## src/inc/icause_pkg.sv

```systemverilog
// ==========================================================================
// Shared constants for the upper interrupt cause block.
// ==========================================================================
package icause_pkg;

  // ========================================================================
  // Register byte offsets on the APB.
  // ========================================================================
  localparam logic [11:0] CAUSE_OFF    = 12'h0c0;  // Interrupt cause, read clears.
  localparam logic [11:0] EXT_CTRL_OFF = 12'h018;  // Extended control.
  localparam logic [11:0] MASK_OFF     = 12'h0d0;  // Interrupt mask enables.
  localparam logic [11:0] SRP_OFF      = 12'h100;  // Small packet size limit.
  localparam logic [11:0] CFG_OFF      = 12'h104;  // Mode configuration.

  // ========================================================================
  // Cause bit positions.
  // ========================================================================
  localparam int RXT_BIT   = 7;   // Receive timer expired.
  localparam int MGMT_ACCESS_DONE_CAUSE_BIT  = 9;   // Management access done.
  localparam int CFGS_BIT  = 10;  // Configuration symbols received.
  localparam int GPC_BIT   = 11;  // Third pin cause, three-pin variant only.
  localparam int PHY_BIT   = 12;  // Physical layer interrupt.
  localparam int GPA_BIT   = 13;  // First general purpose pin.
  localparam int GPB_BIT   = 14;  // Second general purpose pin.
  localparam int TXLOW_BIT = 15;  // Transmit ring low threshold.
  localparam int SRP_BIT   = 16;  // Small receive packet.

  // Implemented cause bits for the normal and the three-pin variant.
  localparam logic [31:0] CAUSE_MASK_BASE = 32'h0001_f680;
  localparam logic [31:0] CAUSE_MASK_VAR  = 32'h0001_fe80;

  // ========================================================================
  // Extended control fields.
  // ========================================================================
  localparam int          EXT_PHY_EN_BIT = 1;             // Physical layer enable.
  localparam int          EXT_GPI_EN_LSB = 2;             // Three pin detect enables.
  localparam logic [31:0] EXT_WMASK      = 32'h0000_001e; // Writable bits.

  // ========================================================================
  // Configuration fields and reset values.
  // ========================================================================
  localparam int          CFG_SERDES_BIT = 0;  // Internal serdes mode.
  localparam int          CFG_VAR3_BIT   = 1;  // Three-pin variant.
  localparam int          CFG_MSG_BIT    = 2;  // Interrupt as link messages.
  localparam int          SRP_W          = 12; // Size limit width.
  localparam logic [31:0] REG_RESET      = 32'h0000_0000;

  // Message sender states.
  typedef enum logic {MSG_IDLE, MSG_SEND} msg_state_t;

endpackage

```

## src/interrupt_cause_upper_bits.sv

```systemverilog
`timescale 1ns/100ps
`default_nettype none
// ==========================================================================
// Upper interrupt cause bits with APB access, mask and interrupt delivery.
// ==========================================================================
// How it works
// - Receive timer expiry sets bit seven.
// - Timer expiry also flushes pending receive descriptors.
// - Finished management access sets bit nine.
// - Received configuration symbols set bit ten.
// - Configuration symbol cause only in serdes mode.
// - Physical layer interrupt sets bit twelve.
// - Physical layer cause needs its enable bit.
// - Enabled high pins set bits thirteen, fourteen.
// - Variant adds bit eleven for input pins.
// - Transmit ring threshold sets bit fifteen.
// - Small transferred packet sets bit sixteen.
// - Zero size limit never sets bit sixteen.
// - Reserved bits read zero, written zero.
// - Message mode delivers interrupts as link messages.
// - Reading the cause register clears it.
// - Writing one clears, zero keeps.
// - Enabled set cause raises the interrupt.
module interrupt_cause_upper_bits (
  // Clock and reset.
  input  wire logic        pclk,
  input  wire logic        presetn,
  // APB slave.
  input  wire logic        psel,
  input  wire logic        penable,
  input  wire logic        pwrite,
  input  wire logic [11:0] paddr,
  input  wire logic [31:0] pwdata,
  output logic      [31:0] prdata,
  output logic             pready,
  output logic             pslverr,
  // Event sources, one-cycle pulses unless noted.
  input  wire logic        rx_timer_expire,
  input  wire logic        mdio_done,
  input  wire logic        rx_config_word_flag,  // Level.
  input  wire logic        phy_irq,              // Level.
  input  wire logic [2:0]  software_definable_pin,
  input  wire logic [2:0]  sdp_dir_in,           // Level, high for input pins.
  input  wire logic        tx_ring_low,
  input  wire logic        rx_pkt_done,
  input  wire logic [15:0] rx_pkt_len,
  // Receive descriptor flush request.
  output logic             rx_desc_flush,
  // Interrupt pin and link message port.
  output logic             irq,
  output logic             msg_valid,
  output logic             msg_assert,
  input  wire logic        msg_ready
);

  // ========================================================================
  // State.
  // ========================================================================
  typedef struct packed {
    logic [31:0]                  cause;  // Latched causes.
    logic [31:0]                  mask;   // Mask enables.
    logic [31:0]                  ext;    // Extended control.
    logic [icause_pkg::SRP_W-1:0] srp;    // Small packet size limit.
    logic [2:0]                   cfg;    // Mode configuration.
    logic [31:0]                  rdata;  // Read data, taken in setup.
    logic                         err;    // Unmapped address seen in setup.
    logic                         flush;  // Descriptor flush pulse.
    logic                         irq;    // Interrupt pin level.
  } cause_state_t;

  cause_state_t s;          // Current state.
  cause_state_t n;          // Next state.
  logic [31:0]  impl_mask;  // Bits that exist in this mode.
  logic [31:0]  set_v;      // Hardware set requests this cycle.
  logic [31:0]  clr_v;      // Software clears this cycle.
  logic [2:0]   gp_set;     // Pin set requests.
  logic [2:0]   gp_en;      // Pin detect enables after mode gating.
  logic         srp_hit;    // Small packet qualifies.
  logic         setup;      // APB setup cycle.
  logic         access;     // APB access cycle.
  logic         var3;       // Three-pin variant selected.
  logic         msg_mode;   // Message delivery selected.
  logic         pend;       // Some enabled cause is set.

  // ========================================================================
  // Helpers.
  // ========================================================================
  // Places one event at its cause position.
  function automatic logic [31:0] place(input int pos, input logic v);
    place = 32'(v) << pos;
  endfunction

  // Returns {hit, data} for a register read at the given address.
  function automatic logic [32:0] read_word(input logic [11:0] addr,
                                            input cause_state_t st,
                                            input logic [31:0] impl);
    if (addr == icause_pkg::CAUSE_OFF) begin
      read_word = {1'b1, st.cause & impl};
    end else if (addr == icause_pkg::MASK_OFF) begin
      read_word = {1'b1, st.mask};
    end else if (addr == icause_pkg::EXT_CTRL_OFF) begin
      read_word = {1'b1, st.ext};
    end else if (addr == icause_pkg::SRP_OFF) begin
      read_word = {1'b1, 20'h0_0000, st.srp};
    end else if (addr == icause_pkg::CFG_OFF) begin
      read_word = {1'b1, 29'h0000_0000, st.cfg};
    end else begin
      read_word = {1'b0, 32'h0000_0000};
    end
  endfunction

  // ========================================================================
  // Mode decode and event collection.
  // ========================================================================
  assign setup    = psel && !penable;
  assign access   = psel && penable;
  assign var3     = s.cfg[icause_pkg::CFG_VAR3_BIT];
  assign msg_mode = s.cfg[icause_pkg::CFG_MSG_BIT];
  assign impl_mask = var3 ? icause_pkg::CAUSE_MASK_VAR : icause_pkg::CAUSE_MASK_BASE;

  // The variant only watches pins that are configured as inputs.
  assign gp_en[0] = s.ext[icause_pkg::EXT_GPI_EN_LSB] && (!var3 || sdp_dir_in[0]);
  assign gp_en[1] = s.ext[icause_pkg::EXT_GPI_EN_LSB+1] && (!var3 || sdp_dir_in[1]);
  assign gp_en[2] = s.ext[icause_pkg::EXT_GPI_EN_LSB+2] && var3 && sdp_dir_in[2];

  // A zero limit disables the small packet cause entirely.
  assign srp_hit = rx_pkt_done && (s.srp != '0)
                && (rx_pkt_len <= {4'h0, s.srp});

  // Every source lands on its own bit; reserved positions stay clear.
  assign set_v = impl_mask & (
      place(icause_pkg::RXT_BIT, rx_timer_expire)
    | place(icause_pkg::MGMT_ACCESS_DONE_CAUSE_BIT, mdio_done)
    | place(icause_pkg::CFGS_BIT, rx_config_word_flag
            && s.cfg[icause_pkg::CFG_SERDES_BIT])
    | place(icause_pkg::PHY_BIT, phy_irq
            && s.ext[icause_pkg::EXT_PHY_EN_BIT])
    | place(icause_pkg::GPA_BIT, gp_set[0])
    | place(icause_pkg::GPB_BIT, gp_set[1])
    | place(icause_pkg::GPC_BIT, gp_set[2])
    | place(icause_pkg::TXLOW_BIT, tx_ring_low)
    | place(icause_pkg::SRP_BIT, srp_hit));

  // A read clears exactly what it returned, so an event latched after the
  // setup cycle survives; a write clears the bits written with one.
  always_comb begin
    clr_v = 32'h0000_0000;
    if (access && (paddr == icause_pkg::CAUSE_OFF)) begin
      if (pwrite) begin
        clr_v = pwdata;
      end else begin
        clr_v = s.rdata;
      end
    end
  end

  // ========================================================================
  // Next state: causes, registers, bus capture and interrupt level.
  // ========================================================================
  always_comb begin
    n       = s;
    n.cause = (s.cause & ~clr_v) | set_v;
    n.flush = rx_timer_expire;
    // Read data and error are captured in setup and held through access.
    if (setup) begin
      {n.err, n.rdata} = read_word(paddr, s, impl_mask);
      n.err = !n.err;
    end
    // Register writes take effect at the access edge.
    if (access && pwrite) begin
      if (paddr == icause_pkg::MASK_OFF) begin
        n.mask = pwdata & icause_pkg::CAUSE_MASK_VAR;
      end else if (paddr == icause_pkg::EXT_CTRL_OFF) begin
        n.ext = pwdata & icause_pkg::EXT_WMASK;
      end else if (paddr == icause_pkg::SRP_OFF) begin
        n.srp = pwdata[icause_pkg::SRP_W-1:0];
      end else if (paddr == icause_pkg::CFG_OFF) begin
        n.cfg = pwdata[2:0];
      end
    end
    // The pin stays low while messages carry the interrupt.
    n.irq = pend && !msg_mode;
  end

  // Register the whole state.
  always_ff @(posedge pclk or negedge presetn) begin
    if (!presetn) begin
      s <= '0;
    end else begin
      s <= n;
    end
  end

  // ========================================================================
  // Outputs and sub-blocks.
  // ========================================================================
  assign pend          = |(s.cause & s.mask & impl_mask);
  assign prdata        = s.rdata;
  assign pready        = access;
  assign pslverr       = access && s.err;
  assign rx_desc_flush = s.flush;
  assign irq           = s.irq;

  // Pin sampling.
  gp_pin_detect u_gp (
    .pclk      (pclk),
    .presetn   (presetn),
    .pin       (software_definable_pin),
    .detect_en (gp_en),
    .pin_set   (gp_set)
  );

  // Message delivery of the interrupt level.
  irq_msg u_msg (
    .pclk       (pclk),
    .presetn    (presetn),
    .level      (pend && msg_mode),
    .msg_valid  (msg_valid),
    .msg_assert (msg_assert),
    .msg_ready  (msg_ready)
  );

  // ========================================================================
  // Checks.
  // ========================================================================
  rxt_set_a: assert property (@(posedge pclk) disable iff (!presetn)
    rx_timer_expire |=> s.cause[icause_pkg::RXT_BIT])
    else $error("Receive timer cause not set.");

  flush_pulse_a: assert property (@(posedge pclk) disable iff (!presetn)
    rx_desc_flush == $past(rx_timer_expire))
    else $error("Flush does not follow timer expiry.");

  mgmt_access_done_cause_set_a: assert property (@(posedge pclk) disable iff (!presetn)
    mdio_done |=> s.cause[icause_pkg::MGMT_ACCESS_DONE_CAUSE_BIT])
    else $error("Management done cause not set.");

  cfg_gate_a: assert property (@(posedge pclk) disable iff (!presetn)
    !s.cfg[icause_pkg::CFG_SERDES_BIT] && !s.cause[icause_pkg::CFGS_BIT]
    |=> !s.cause[icause_pkg::CFGS_BIT])
    else $error("Configuration cause set outside serdes mode.");

  phy_gate_a: assert property (@(posedge pclk) disable iff (!presetn)
    !s.ext[icause_pkg::EXT_PHY_EN_BIT] && !s.cause[icause_pkg::PHY_BIT]
    |=> !s.cause[icause_pkg::PHY_BIT])
    else $error("Physical layer cause set while disabled.");

  srp_zero_a: assert property (@(posedge pclk) disable iff (!presetn)
    (s.srp == '0) && !s.cause[icause_pkg::SRP_BIT] |=> !s.cause[icause_pkg::SRP_BIT])
    else $error("Small packet cause set with zero limit.");

  reserved_zero_a: assert property (@(posedge pclk) disable iff (!presetn)
    s.cause[8] == 1'b0 && s.cause[31:17] == 15'h0000)
    else $error("Reserved cause bit set.");

  read_clear_a: assert property (@(posedge pclk) disable iff (!presetn)
    access && !pwrite && (paddr == icause_pkg::CAUSE_OFF)
    |=> (s.cause & $past(s.rdata) & ~$past(set_v)) == 32'h0000_0000)
    else $error("Cause read did not clear returned bits.");

  write_clear_a: assert property (@(posedge pclk) disable iff (!presetn)
    access && pwrite && (paddr == icause_pkg::CAUSE_OFF)
    |=> ((s.cause & $past(pwdata) & ~$past(set_v)) == 32'h0000_0000)
        && ((s.cause & ~$past(pwdata))
            == (($past(s.cause) | $past(set_v)) & ~$past(pwdata))))
    else $error("Write-one-to-clear misbehaved.");

  event_wins_a: assert property (@(posedge pclk) disable iff (!presetn)
    set_v != 32'h0000_0000 |=> (s.cause & $past(set_v)) == $past(set_v))
    else $error("Event lost against a clear.");

  irq_level_a: assert property (@(posedge pclk) disable iff (!presetn)
    ##1 irq == ($past(pend) && !$past(msg_mode)))
    else $error("Interrupt pin does not follow enabled causes.");

endmodule
`default_nettype wire

```

## src/gp_pin_detect.sv

```systemverilog
`timescale 1ns/100ps
`default_nettype none
// ==========================================================================
// Samples the general purpose pins and raises a set request per pin.
// ==========================================================================
module gp_pin_detect (
  // Clock and reset.
  input  wire logic       pclk,
  input  wire logic       presetn,
  // Pins and per-pin detect enables.
  input  wire logic [2:0] pin,
  input  wire logic [2:0] detect_en,
  // Set requests towards the cause register.
  output logic      [2:0] pin_set
);

  // All state of this module.
  typedef struct packed {
    logic [2:0] set;  // Registered set request.
  } gp_state_t;

  gp_state_t s;  // Current state.
  gp_state_t n;  // Next state.

  // ========================================================================
  // A pin sets its cause whenever sampled high while detection is on.
  // ========================================================================
  always_comb begin
    n = s;
    n.set = pin & detect_en;
  end

  // Register the state.
  always_ff @(posedge pclk or negedge presetn) begin
    if (!presetn) begin
      s <= '0;
    end else begin
      s <= n;
    end
  end

  assign pin_set = s.set;

  // A high enabled pin is reported on the next cycle.
  pin_sample_a: assert property (@(posedge pclk) disable iff (!presetn)
    (pin & detect_en) != 3'h0 |=> (pin_set == $past(pin & detect_en)))
    else $error("Enabled high pin not reported.");

endmodule
`default_nettype wire

```

## src/irq_msg.sv

```systemverilog
`timescale 1ns/100ps
`default_nettype none
// ==========================================================================
// Turns the interrupt level into assert and deassert messages on the link.
// ==========================================================================
module irq_msg (
  // Clock and reset.
  input  wire logic pclk,
  input  wire logic presetn,
  // Interrupt level to deliver.
  input  wire logic level,
  // Message port on the chipset link.
  output logic      msg_valid,
  output logic      msg_assert,
  input  wire logic msg_ready
);

  // All state of this module.
  typedef struct packed {
    icause_pkg::msg_state_t st;   // Sender state.
    logic                   sent; // Level last delivered.
    logic                   val;  // Level being delivered.
  } msg_reg_t;

  msg_reg_t s;  // Current state.
  msg_reg_t n;  // Next state.

  // ========================================================================
  // Only a change of level is sent, so the host sees alternating messages.
  // The level is held stable while a message waits, which keeps the two
  // messages from overtaking each other on a busy link.
  // ========================================================================
  always_comb begin
    n = s;
    case (s.st)
      icause_pkg::MSG_IDLE: begin
        if (level != s.sent) begin
          n.val = level;
          n.st  = icause_pkg::MSG_SEND;
        end
      end
      icause_pkg::MSG_SEND: begin
        if (msg_ready) begin
          n.sent = s.val;
          n.st   = icause_pkg::MSG_IDLE;
        end
      end
      default: begin
        n.st = icause_pkg::MSG_IDLE;
      end
    endcase
  end

  // Register the state.
  always_ff @(posedge pclk or negedge presetn) begin
    if (!presetn) begin
      s <= '{st: icause_pkg::MSG_IDLE, sent: 1'b0, val: 1'b0};
    end else begin
      s <= n;
    end
  end

  assign msg_valid  = (s.st == icause_pkg::MSG_SEND);
  assign msg_assert = s.val;

  // A waiting message keeps its value until taken.
  msg_hold_a: assert property (@(posedge pclk) disable iff (!presetn)
    msg_valid && !msg_ready |=> msg_valid && (msg_assert == $past(msg_assert)))
    else $error("Pending message changed before acceptance.");

endmodule
`default_nettype wire

```

## config.mk

```make
export PLATFORM = sky130hd
export DESIGN_NAME = interrupt_cause_upper_bits
export DESIGN_NICKNAME = d
export VERILOG_FILES = /design/src/inc/icause_pkg.sv /design/src/interrupt_cause_upper_bits.sv /design/src/gp_pin_detect.sv /design/src/irq_msg.sv
export SDC_FILE = /design/constraint.sdc
export NUM_CORES = 1
export LEC_CHECK = 0
export ABC_AREA = 1
export BUFFER_PORTS_ARGS = -buffer_cell sky130_fd_sc_hd__clkbuf_2
export CORE_MARGIN = 2
export CORE_UTILIZATION = 50
export DETAILED_ROUTE_END_ITERATION = 8
export PLACE_DENSITY = 0.84
export REMOVE_ABC_BUFFERS = 1
export SETUP_SLACK_MARGIN = 0.1
export SLEW_MARGIN = 10
export SYNTH_ARGS = -nofsm -noshare
export SYNTH_HDL_FRONTEND = slang
export SYNTH_SLANG_ARGS = --single-unit
```

## constraint.sdc

```tcl
create_clock -name pclk -period 4.14 [get_ports pclk]
set_input_delay 0.828 -clock pclk [delete_from_list [all_inputs] [get_ports pclk]]
set_output_delay 0.828 -clock pclk [all_outputs]
set_load 0.05 [all_outputs]
```

==> metrics.csv, run 1 <==
stage;metric;value;unit
run_status;run_status;finished, final reports clean;
sta;timing_worst_slew_pin_value;692.6;ps
power_and_ir_drop;ir_drop;0.1615;mV
sta;timing.max_slew.rel_slack;53.78;%
layout;final_layout_size_suffix_gt1_share;25.79;%
worst_hold_path;hold_path.class;flip-flop to flip-flop;
place;place_ws;1681;ps
route;route.final.wire_length;8.885;mm
global_route;first_global_vias;3179;
sta;setup_viol;0;
place;buffer_ports.inserted;85;
synth;synth_cell_type_count;35;
critical_path;timing.critical_path.fanout_max;2;
layout;layout_area_growth_over_synthesis;13.38;%
critical_path;required_time_of_the_worst_setup_path;3310;ps
power_and_ir_drop;powerDensity;332.7;nW/µm²
global_route;grt_first_pass_wirelength;14.74;mm
route;wl_per_cell;13.93;µm
sta;post-route-worst-setup-slack;1929;ps
global_route;grt_start_max_net_pins;44;
clock_network;postCtsHoldBufs;0;
layout;area_occupied_by_multi_input_gates;1660;µm²
clock_network;clock-sinks;63;
synth;synth.yosys.seq_area_share;42.67;%
critical_path;timing_worst_setup_path_type;primary input to primary output;
sta;fin_tns_setup;0;ps
job;timing.max_cap.violations;0;
route;ant_nets;0;
global_route;grt-ovfl-total;0;
route;drc;0;
clock_network;ctsHtreeMaxLevel;3;
sta;final_hold_viol_count;0;
floorplan;floorplan.io_pins;116;
synth;synth_common_cells;nand2_1 (138), dfrtp_1 (63), inv_1 (44);
sta;slew_viol_final;0;
synth;synth.yosys.warnings;0;
critical_path;worst-path-buf-inv;2;
critical_path;critical_path_arrival;1380;ps
place;gpl.final_weighted_congestion;0.9309;
clock_network;cts_root_buffer;clkbuf_8;
synth;synth_enable_flop_cells;0;
synth;yosysMostFrequentCell;nand2_1;
sta;period_utilization_post_route;53.40;%
synth;synth_seq_cells;63;
clock_network;clock_pin_slew_on_the_worst_setup_and_hold_paths;70;ps
floorplan;die_y;89.96;µm
clock_network;clk_latency;340;ps
route;via_count;3250;
place;placedCellCount;622;
critical_path;crit_chain;clkbuf_2 > nand2_1 > nor2_1 > clkbuf_2;
layout;final-seq-area;1577;µm²
layout;finalNonFillerCells;638;
synth;dominantRegCellSynth;dfrtp_1;
clock_network;tritoncts;done;
sta;timing.clock.skew;5.608;ps
sta;fin_crit;2211;ps
critical_path;critPathCaptureType;primary output;
synth;postSynth.asyncResetShare;100.0;%
synth;syn_avg_cell_area;7.980;µm²
clock_network;cts_repair_resize_count;0;
critical_path;critPathMostFrequentCell;clkbuf_2;
floorplan;rows;31;
route;via_per_inst;5.094;
sta;max_freq;452.4;MHz
floorplan;fp.dieArea;8093;µm²
synth;post_synth_instance_area;3695;µm²
clock_network;cts.repair_timing.setup_buffer_count;0;
floorplan;design.core.area;7214;µm²
critical_path;crit_path_max_incr_delay;290;ps
critical_path;slowest_stage;clkbuf_2;
layout;fillers;655;
floorplan;dieWidth;89.96;µm
global_route;antenna_violations_before_repair;0;
global_route;track_usage;22.88;%
power_and_ir_drop;p_leak;2.264;nW
clock_network;cts_max_path_buffers;2;
critical_path;worst_path_dominant_cell_family;buffers and inverters;
layout;antennaDiodeCount;0;
synth;most_area_hungry_cell_type_in_the_yosys_netlist;dfrtp_1;
floorplan;floorplan.initialDensity;51.21;%
layout;layout.nets;624;
critical_path;setup.worst_path.start_class;primary input;
clock_network;cts_inserted_buffers;9;
place;dp_hpwl;6.824;mm
sta;grt_setup_unrepaired;false;
synth;synthCells;463;
synth;synth.top_cells.by_area;dfrtp_1 (43%), nand2_1 (14%), buf_4 (6.9%);
route;first_pass_iters;5;
synth;yosys.area.top_type_share;42.67;%
route;drt_iter0_drc;237;
==> placed cells by master (no fill, tap or decap) <==
cell type and instances:
nand2_4 2, nand4_1 6, clkbuf_1 2, a21oi_1 15
a31oi_2 1, nor2_2 7, o22ai_1 2, a21o_1 1
o31ai_1 3, nor2_4 1, clkbuf_2 85, nor2_1 23
inv_2 7, o211a_1 2, bufinv_16 1, o21ai_1 13
ha_1 12, nor3_1 7, clkbuf_8 10, nor4_1 1
a31oi_1 1, o21ai_0 11, conb_1 15, mux2i_1 8
inv_1 44, nand3_2 3, nand3_1 28, o211ai_1 4
nor3_2 1, inv_4 1, nand2_2 5, o21ai_2 10
a21boi_0 1, buf_4 2, clkinv_2 3, nand2_1 138
dfrtp_1 63
==> report_power, final <==
part | internal [W] | switching, W
Sequential | 0.000634 | 0.0000125
Combinational | 0.0000595 | 0.000163
Clock | 0.000292 | 0.000233
Total | 0.000986 | 0.000408
==> metal layers <==
metal | GRT usage, % | share of wire [%]
met3 | 4.526 | 7.3
met5 | 0 | 0
met2 | 37.37 | 47
met1 | 29.33 | 42
met4 | 11.03 | 3.0
==> tightest hold or removal path: stages (launching register included) <==
cell	delay [ps]
dfrtp_1	320
inv_1	40
nand2_1	50
==> stage by stage <==
stage / cell area [µm²] / util [%] / hold WS [ps] / total power, W
2_1_floorplan: 3435 / - / 409.1 / 0.0007974
3_5_place_dp: 3999 / 55.43 / 425.0 / 0.0008803
5_1_grt: 4189 / 58.06 / 472.5 / 0.001448
6_report: 4189 / 58.06 / 443.6 / 0.001394
4_1_cts: 4189 / 58.06 / 437.3 / 0.001399
3_3_place_gp: 3999 / 55.43 / 425.3 / 0.0008722
==> area by class of cell <==
| class | instances | area share [%] |
|---|---|---|
| clock buffer | 12 | 3.465 |
| clock inverter | 4 | 1.075 |
| inverter | 52 | 4.719 |
| multi-input combinational | 321 | 39.64 |
| sequential | 63 | 37.63 |
| tap | 99 | 2.957 |
| timing repair buffer | 87 | 10.51 |
==> cell families after synthesis <==
| group | share of synthesized area (%) |
|---|---|
| other | 0.1015 |
| buffers and inverters | 13.82 |
| and+or+nand+nor | 26.31 |
| AOI/OAI and AO/OA | 10.87 |
| muxes | 2.167 |
| DFF | 42.67 |
| adders and majority gates | 4.064 |
==> final timing paths <==
path                                      startpoint                         to  slack, ps  cells past startpoint
setup / recovery                             penable                    pslverr       1930                      4
hold / removal             u_gp.pin_set[1]$_DFF_PN0_           s[128]$_DFF_PN0_        440                      2
max in group asynchronous                    presetn  u_msg.msg_valid$_DFF_PN0_       2750                      2
hold reg to reg            u_gp.pin_set[1]$_DFF_PN0_           s[128]$_DFF_PN0_        440                      2
min in group asynchronous                    presetn      prdata[8]$_DFFE_PN0P_        450                      1
setup reg to reg                   s[49]$_DFFE_PN0P_           s[130]$_DFF_PN0_       2520                      9
==> registers in the layout, indices dropped and copies added (netlist names) <==
| name | flops |
|---|---|
| msg_mode | 1 |
| s | 37 |
| rx_desc_flush | 1 |
| irq | 1 |
| prdata | 17 |
| u_msg.s | 1 |
| u_msg.msg_valid | 1 |
| u_msg.msg_assert | 1 |
| u_gp.pin_set | 3 |
Note: power is estimated with default switching activity, not from simulation.
==> inputs of run 2 (changes only) <==
- CORE_UTILIZATION: 50 -> 47
- PLACE_DENSITY: 0.84 -> 0.83
- clock period: 4.14 -> 1.9 ns (I/O delays scaled with it)
==> run 2 against run 1 <==
Compared with the run above: count of clock-buffer cells in the layout decreased by 1; non-clock buffer count grew 4; cell area grew 1.3%; via count increased by 1.9%; sequential power is 120% higher; critical path depth grew 5; largest power group unchanged.
==> metrics.csv, run 2 (synthesis results as in run 1) <==
stage;metric;value;unit;change
clock_network;cts_repair_resize_count;0;;unchanged
sta;timing.max_slew.rel_slack;51.58;%;-2.2 points
global_route;grt_start_max_net_pins;64;;+45%
route;ant_nets;0;;unchanged
layout;finalNonFillerCells;644;;+0.94%
place;dp_hpwl;6.980;mm;+2.3%
global_route;track_usage;22.86;%;about the same
place;gpl.final_weighted_congestion;0.8614;;-7.5%
floorplan;floorplan.initialDensity;48.06;%;-3.2 points
clock_network;postCtsHoldBufs;0;;unchanged
clock_network;cts_max_path_buffers;2;;unchanged
floorplan;floorplan.io_pins;116;;unchanged
power_and_ir_drop;powerDensity;723.1;nW/µm²;+120%
clock_network;cts.repair_timing.setup_buffer_count;0;;unchanged
layout;layout_common_cells;nand2_1 (138), clkbuf_2 (85), dfrtp_1 (63);;
power_and_ir_drop;power.share.combinational;16.0;%;about the same
critical_path;critPathCaptureType;flip-flop;;
run_status;run_status;finished, final reports clean;;
global_route;antenna_violations_before_repair;0;;unchanged
critical_path;critical_path_cell_count;9;;+5
worst_hold_path;hold_path.class;primary input to async pin;;
floorplan;rows;32;;+3.2%
sta;slew_viol_final;0;;unchanged
layout;fillers;731;;+12%
power_and_ir_drop;p_leak;2.293;nW;+1.3%
sta;timing_worst_slew_pin_value;725.5;ps;+32.87 ps
floorplan;dieWidth;92.67;µm;+3.0%
critical_path;required_time_of_the_worst_setup_path;2140;ps;-1170 ps
layout;final_core_utilization;55.18;%;-2.9 points
power_and_ir_drop;clock_network_fraction_of_total_power;38.1;%;+0.4 points
critical_path;slowest_stage;dfrtp_1;;
sta;period_utilization_post_route;84.37;%;
route;route.final.wire_length;9.188;mm;+3.4%
layout;layout.cells.most_common;nand2_1;;
critical_path;worst-path-buf-inv;1;;-1
power_and_ir_drop;ir_drop;0.3037;mV;+88%
sta;max_freq;623.8;MHz;
place;place_ws;218.4;ps;-1463 ps
clock_network;cts_inserted_buffers;9;;unchanged
critical_path;reg2reg_slack;300;ps;-2220 ps
layout;layout_area_growth_over_synthesis;14.80;%;
clock_network;clock_pin_slew_on_the_worst_setup_and_hold_paths;70;ps;about the same
sta;timing.clock.skew;5.727;ps;+0.1189 ps
floorplan;die_y;92.67;µm;+3.0%
layout;largest_reg_flops;37;;unchanged
critical_path;setup.worst_path.start_class;flip-flop;;
clock_network;cts_root_buffer;clkbuf_8;;
route;drc;0;;unchanged
power_and_ir_drop;switchingPower;0.0008873;W;+120%
critical_path;timing.critical_path.fanout_max;3;;+1
clock_network;tritoncts;done;;
route;first_pass_iters;5;;unchanged
critical_path;worst-r2r-cell-count;9;;unchanged
sta;setup_viol;0;;unchanged
route;via_per_inst;5.141;;+0.93%
route;via_count;3311;;+1.9%
clock_network;ctsHtreeMaxLevel;3;;unchanged
place;buffer_ports.inserted;85;;unchanged
floorplan;design.core.area;7687;µm²;+6.6%
sta;final_hold_viol_count;0;;unchanged
global_route;first_global_vias;3350;;+5.4%
critical_path;timing_worst_setup_path_type;flip-flop to flip-flop;;
layout;final_layout_size_suffix_gt1_share;26.57;%;+0.78 points
critical_path;worst_path_dominant_cell_family;simple AND/OR/NAND/NOR gates;;
clock_network;clock-sinks;63;;unchanged
critical_path;crit_path_max_incr_delay;380;ps;+90 ps
power_and_ir_drop;sw_frac_of_total;28.93;%;-0.37 points
clock_network;clk_latency;350;ps;about the same
sta;fin_crit;1603;ps;
sta;post-route-worst-setup-slack;297.0;ps;-1632 ps
layout;regMostFlops;s;;
critical_path;crit_chain;inv_1 > ha_1 > nand2_1 > nor3_1 > nand2_1 > nand2_1 > nand2_1 > nand2_1 > nand2_1;;
global_route;grt_first_pass_wirelength;15.21;mm;+3.2%
power_and_ir_drop;cellInternalPower;0.002180;W;+120%
power_and_ir_drop;share_seq_of_total_power;45.9;%;-0.5 points
route;wl_per_cell;14.27;µm;+2.4%
global_route;grt-ovfl-total;0;;unchanged
sta;grt_setup_unrepaired;false;;
critical_path;critPathMostFrequentCell;nand2_1;;
floorplan;fp.dieArea;8587;µm²;+6.1%
place;placedCellCount;629;;+1.1%
layout;layout.nets;628;;+0.64%
sta;fin_tns_setup;0;ps;unchanged
layout;antennaDiodeCount;0;;unchanged
critical_path;critical_path_arrival;1840;ps;+460 ps
job;timing.max_cap.violations;0;;unchanged
route;drt_iter0_drc;180;;-24%
==> run 2: cell types whose count changed in the layout (fill, tap and decap cells not counted) <==
cell / delta
buf_12: +1
buf_4: +3
clkbuf_1: -2
clkbuf_8: +1
==> run 2: worst paths after layout <==
path                                           start                 endpoint
setup / recovery                   s[49]$_DFFE_PN0P_         s[130]$_DFF_PN0_
max in group asynchronous                    presetn        s[40]$_DFFE_PN0P_
setup reg to reg                   s[49]$_DFFE_PN0P_         s[130]$_DFF_PN0_
hold reg to reg            u_gp.pin_set[1]$_DFF_PN0_         s[128]$_DFF_PN0_
hold / removal                               presetn        s[89]$_DFFE_PN0P_
min in group pclk                    rx_timer_expire  rx_desc_flush$_DFF_PN0_
==> run 2: layer usage <==
layer  share of wire (%)  global-route usage (%)  routed length, µm  up-vias
met5                   0                       0                  0        -
met4                 4.1                   11.76                380        0
met3                 6.6                   5.858                603       30
met2                  51                   38.99               4642      123
met1                  39                   26.58               3562     1560
li1                    -                       -                  -     1598
==> run 2: final cells by class <==
| cell class | count | area, µm² | area share [%] |
|---|---|---|---|
| clock buffers | 11 | 151.4 | 3.569 |
| flip-flops and latches | 63 | 1577 | 37.17 |
| inverters | 52 | 197.7 | 4.661 |
| clock inverters | 4 | 45.04 | 1.062 |
| multi-input cells | 321 | 1660 | 39.14 |
| repair buffers | 91 | 483.0 | 11.39 |
| well taps | 102 | 127.6 | 3.009 |
==> run 2: per-stage QoR <==
| step | hold WS, ps | instance area (µm²) | total power, W |
|---|---|---|---|
| after detailed placement | 421.1 | 4045 | 0.001924 |
| after global placement | 416.3 | 4045 | 0.001909 |
| final | 33.95 | 4242 | 0.003067 |
| after CTS | 55.26 | 4242 | 0.003084 |
| after global routing | 76.05 | 4242 | 0.003189 |
| after floorplan | 84.41 | 3435 | 0.001737 |
==> run 2: power by group through the flow <==
stage | Sequential, W | Combinational, W | Clock, W
floorplan | 0.00151 | 0.000223 | 0
global placement | 0.00143 | 0.000478 | 0
detailed placement | 0.00143 | 0.000491 | 0
CTS | 0.00141 | 0.000493 | 0.00118
global route | 0.00141 | 0.000540 | 0.00123
finish | 0.00141 | 0.000490 | 0.00117
==> inputs of run 3 (changes only) <==
- ABC_AREA: 1 -> 0
- CORE_UTILIZATION: 47 -> 50
- PLACE_DENSITY: 0.83 -> 0.85
- clock period: 1.9 -> 1.6 ns (I/O delays scaled with it)
==> run 3 against run 2 <==
Compared with the run above: non-clock buffer count up 28; worst setup slack worse by 290 ps; routed wire length about the same; cell count down 20%; largest power group unchanged.
==> metrics.csv, run 3 <==
stage;metric;value;unit;change
run_status;run_status;finished, final reports clean;;
synth;synth.top_cells.by_area;dfrtp_1 (46%), buf_4 (7.0%), mux2_2 (6.2%);;
synth;synth.yosys.seq_area_share;45.74;%;+3.1 points
worst_hold_path;whs_path_depth;1;;
global_route;grt_start_max_net_pins;64;;unchanged
sta;hold_slack;93.14;ps;+59.19 ps
synth;postSynth.asyncResetShare;100.0;%;unchanged
layout;finalNonFillerCells;517;;-20%
floorplan;dieWidth;87.03;µm;-6.1%
critical_path;timing.critical_path.fanout_max;4;;+1
worst_hold_path;worst_hold_path.endpoint;rx_desc_flush$_DFF_PN0_;;
route;drt_iter0_drc;223;;+24%
layout;layout.cells.most_common;clkbuf_2;;
global_route;first_global_vias;2945;;-12%
synth;yosysMostFrequentCell;dfrtp_1;;
layout;regMostFlops;s;;
clock_network;clock-sinks;63;;unchanged
floorplan;rows;30;;-6.3%
synth;synth.yosys.warnings;0;;unchanged
clock_network;tritoncts;done;;
clock_network;cts_max_path_buffers;2;;unchanged
synth;dominantRegCellSynth;dfrtp_1;;
synth;combinational_family_with_the_most_area_after_synthesis;multiplexers;;
layout;layout_common_cells;clkbuf_2 (82), dfrtp_1 (63), nand2_1 (31);;
critical_path;critPathCaptureType;flip-flop;;
critical_path;worstReg2RegEnd;s[130]$_DFF_PN0_;;
global_route;grt_first_pass_wirelength;14.26;mm;-6.2%
power_and_ir_drop;powerDensity;789.0;nW/µm²;+9.1%
sta;slew_viol_final;0;;unchanged
job;timing.max_cap.violations;0;;unchanged
worst_hold_path;hold_path.class;primary input to flip-flop;;
global_route;grt-ovfl-total;0;;unchanged
power_and_ir_drop;ir_drop;0.5161;mV;+70%
critical_path;critical_path_arrival;1820;ps;-20 ps
floorplan;floorplan.initialDensity;51.30;%;+3.2 points
clock_network;cts_inserted_buffers;9;;unchanged
place;placedCellCount;495;;-21%
power_and_ir_drop;power.share.combinational;15.9;%;about the same
sta;post-route-worst-setup-slack;6.503;ps;-290.5 ps
critical_path;worst-r2r-cell-count;7;;-2
place;place_ws;-292.9;ps;-511.3 ps
clock_network;clock_pin_slew_on_the_worst_setup_and_hold_paths;70;ps;about the same
sta;final_hold_viol_count;0;;unchanged
layout;layout.nets;522;;-17%
floorplan;floorplan.io_pins;116;;unchanged
worst_hold_path;worst_hold_startpoint;rx_timer_expire;;
synth;synthCells;326;;-30%
sta;grt_setup_unrepaired;true;;
power_and_ir_drop;share_seq_of_total_power;48.0;%;+2.1 points
synth;synth_simple_gate_area_share;14.05;%;-12 points
place;placedInstanceArea;3979;µm²;-1.6%
sta;timing_worst_slew_pin_value;551.0;ps;-174.4 ps
synth;synth_enable_flop_cells;0;;unchanged
power_and_ir_drop;clock_network_fraction_of_total_power;36.1;%;-2.0 points
sta;period_utilization_post_route;99.59;%;+15 points
layout;antennaDiodeCount;0;;unchanged
synth;syn_avg_cell_area;10.57;µm²;+33%
route;route.final.wire_length;9.191;mm;about the same
critical_path;setup.worst_path.start_class;flip-flop;;
route;first_pass_iters;4;;-1
synth;post_synth_instance_area;3447;µm²;-6.7%
power_and_ir_drop;sw_frac_of_total;31.26;%;+2.3 points
sta;timing.max_slew.rel_slack;63.26;%;+12 points
critical_path;required_time_of_the_worst_setup_path;1820;ps;-320 ps
synth;yosys.area_share.adder;4.356;%;+0.29 points
critical_path;reg2reg_slack;7;ps;-290 ps
power_and_ir_drop;total_power;0.003425;W;+12%
layout;final_layout_size_suffix_gt1_share;41.42;%;+15 points
synth;yosys.area.top_type_share;45.74;%;+3.1 points
critical_path;timing_worst_setup_path_type;flip-flop to flip-flop;;
layout;stdcell_area;4342;µm²;+2.4%
place;dp_hpwl;6.392;mm;-8.4%
route;wl_per_cell;17.78;µm;+25%
floorplan;die_y;87.03;µm;-6.1%
route;ant_nets;0;;unchanged
global_route;antenna_violations_before_repair;0;;unchanged
power_and_ir_drop;switchingPower;0.001071;W;+21%
global_route;track_usage;25.04;%;+2.2 points
synth;synth_seq_cells;63;;unchanged
power_and_ir_drop;cellInternalPower;0.002355;W;+8.0%
synth;most_area_hungry_cell_type_in_the_yosys_netlist;dfrtp_1;;
synth;synth_cell_type_count;42;;+20%
sta;timing.clock.skew;10.55;ps;+4.821 ps
critical_path;regToRegStartpoint;s[48]$_DFFE_PN0P_;;
clock_network;cts_root_buffer;clkbuf_8;;
route;drc;0;;unchanged
layout;layout_area_growth_over_synthesis;25.95;%;
synth;synth_compound_area_share;9.946;%;-0.92 points
synth;synth_common_cells;dfrtp_1 (63), buf_4 (32), nand2_1 (32);;
route;via_per_inst;5.619;;+9.3%
power_and_ir_drop;p_leak;2.260;nW;-1.4%
floorplan;fp.dieArea;7574;µm²;-12%
sta;setup_viol;0;;unchanged
clock_network;ctsHtreeMaxLevel;3;;unchanged
place;buffer_ports.inserted;85;;unchanged
synth;muxShareOfSynthArea;15.79;%;+14 points
synth;parity_gate_share_of_the_synthesized_area_counting_xor_and_xnor_cells;0.2541;%;+0.25 points
clock_network;clk_latency;350;ps;about the same
sta;fin_crit;1593;ps;-9.530 ps
route;via_count;2905;;-12%
layout;largest_reg_flops;37;;unchanged
place;gpl.final_weighted_congestion;0.8289;;-3.8%
floorplan;design.core.area;6719;µm²;-13%
sta;max_freq;627.6;MHz;+0.60%
==> run 3: cell types whose count changed after synthesis, moves of 7 or more <==
cell,delta
mux2_4,+10
inv_1,-28
inv_2,-7
o21ai_1,-13
mux2i_1,+10
mux2_2,+19
nor2_2,-7
nand3_1,-22
nand2_1,-106
o21ai_2,-10
==> run 3: layout make-up <==
class | count | area, µm²
multi-input combinational | 223 | 1704
clock buffer | 9 | 123.9
timing repair buffer | 119 | 726.9
tap | 80 | 100.1
sequential | 63 | 1577
clock inverter | 7 | 50.05
fill | 512 | 2377
inverter | 16 | 60.06
==> run 3: worst max path at each step <==
stage	start	end	slack, ps	depth (start not counted)
global route	s[48]$_DFFE_PN0P_	s[130]$_DFF_PN0_	-100	7
finish	s[48]$_DFFE_PN0P_	s[130]$_DFF_PN0_	7	7
CTS	s[39]$_DFFE_PN0P_	s[130]$_DFF_PN0_	80	7
floorplan	paddr[1]	s[38]$_DFFE_PN0P_	-180	5
global placement	paddr[1]	s[46]$_DFFE_PN0P_	-220	6
detailed placement	paddr[1]	s[45]$_DFFE_PN0P_	-290	6
==> run 3: stage by stage <==
stage / utilization [%] / TNS, ps
global placement: 59.22 / -6240
floorplan: - / -3030
finish: 64.62 / 0
global route: 64.62 / -114.5
CTS: 62.61 / 0
detailed placement: 59.22 / -8630
==> run 3: power by group through the flow <==
| stage | Clock (W) | Sequential [W] | Combinational, W |
|---|---|---|---|
| after detailed placement | 0 | 0.00167 | 0.000513 |
| after floorplan | 0 | 0.00176 | 0.000195 |
| after CTS | 0.00125 | 0.00164 | 0.000524 |
| after global placement | 0 | 0.00167 | 0.000499 |
| final | 0.00124 | 0.00164 | 0.000544 |
| after global routing | 0.00132 | 0.00165 | 0.000589 |
==> run 3: logic make-up (layout without fill, tap and decap cells) <==
family	after synthesis	count (layout)
buf+inv	55	151
simple gates	94	95
flops	63	63
compound gates	53	53
other cells	1	15
xor+xnor	1	1
fa+ha+maj	12	12
mux	47	47
==> run 3: critical path, cell delays in order, from the launching register on <==
cell and delay [ps]:
dfrtp_1 400, inv_1 70, ha_1 290, nand2_1 80
o2111ai_1 290, a21oi_2 60, a22oi_2 190, o21ai_1 100
==> run 3: repair_timing <==
action                                  CTS  global route
endpoints found under the setup margin   17            40
hold endpoints to repair                 49             0
buffers inserted                          2             2
cloned                                    1             0
gates resized for setup                   5            29
hold buffers                              1             0
pin swaps                                 1             7
==> run 3: per-layer routing <==
metal | vias up | track usage [%] | part of all wire, % | routed length (µm)
li1 | 1319 | - | - | -
met5 | - | 0 | 0 | 0
met3 | 36 | 4.929 | 6.9 | 630
met4 | 0 | 13.07 | 3.8 | 345
met1 | 1415 | 32.06 | 40 | 3703
met2 | 135 | 40.18 | 49 | 4511
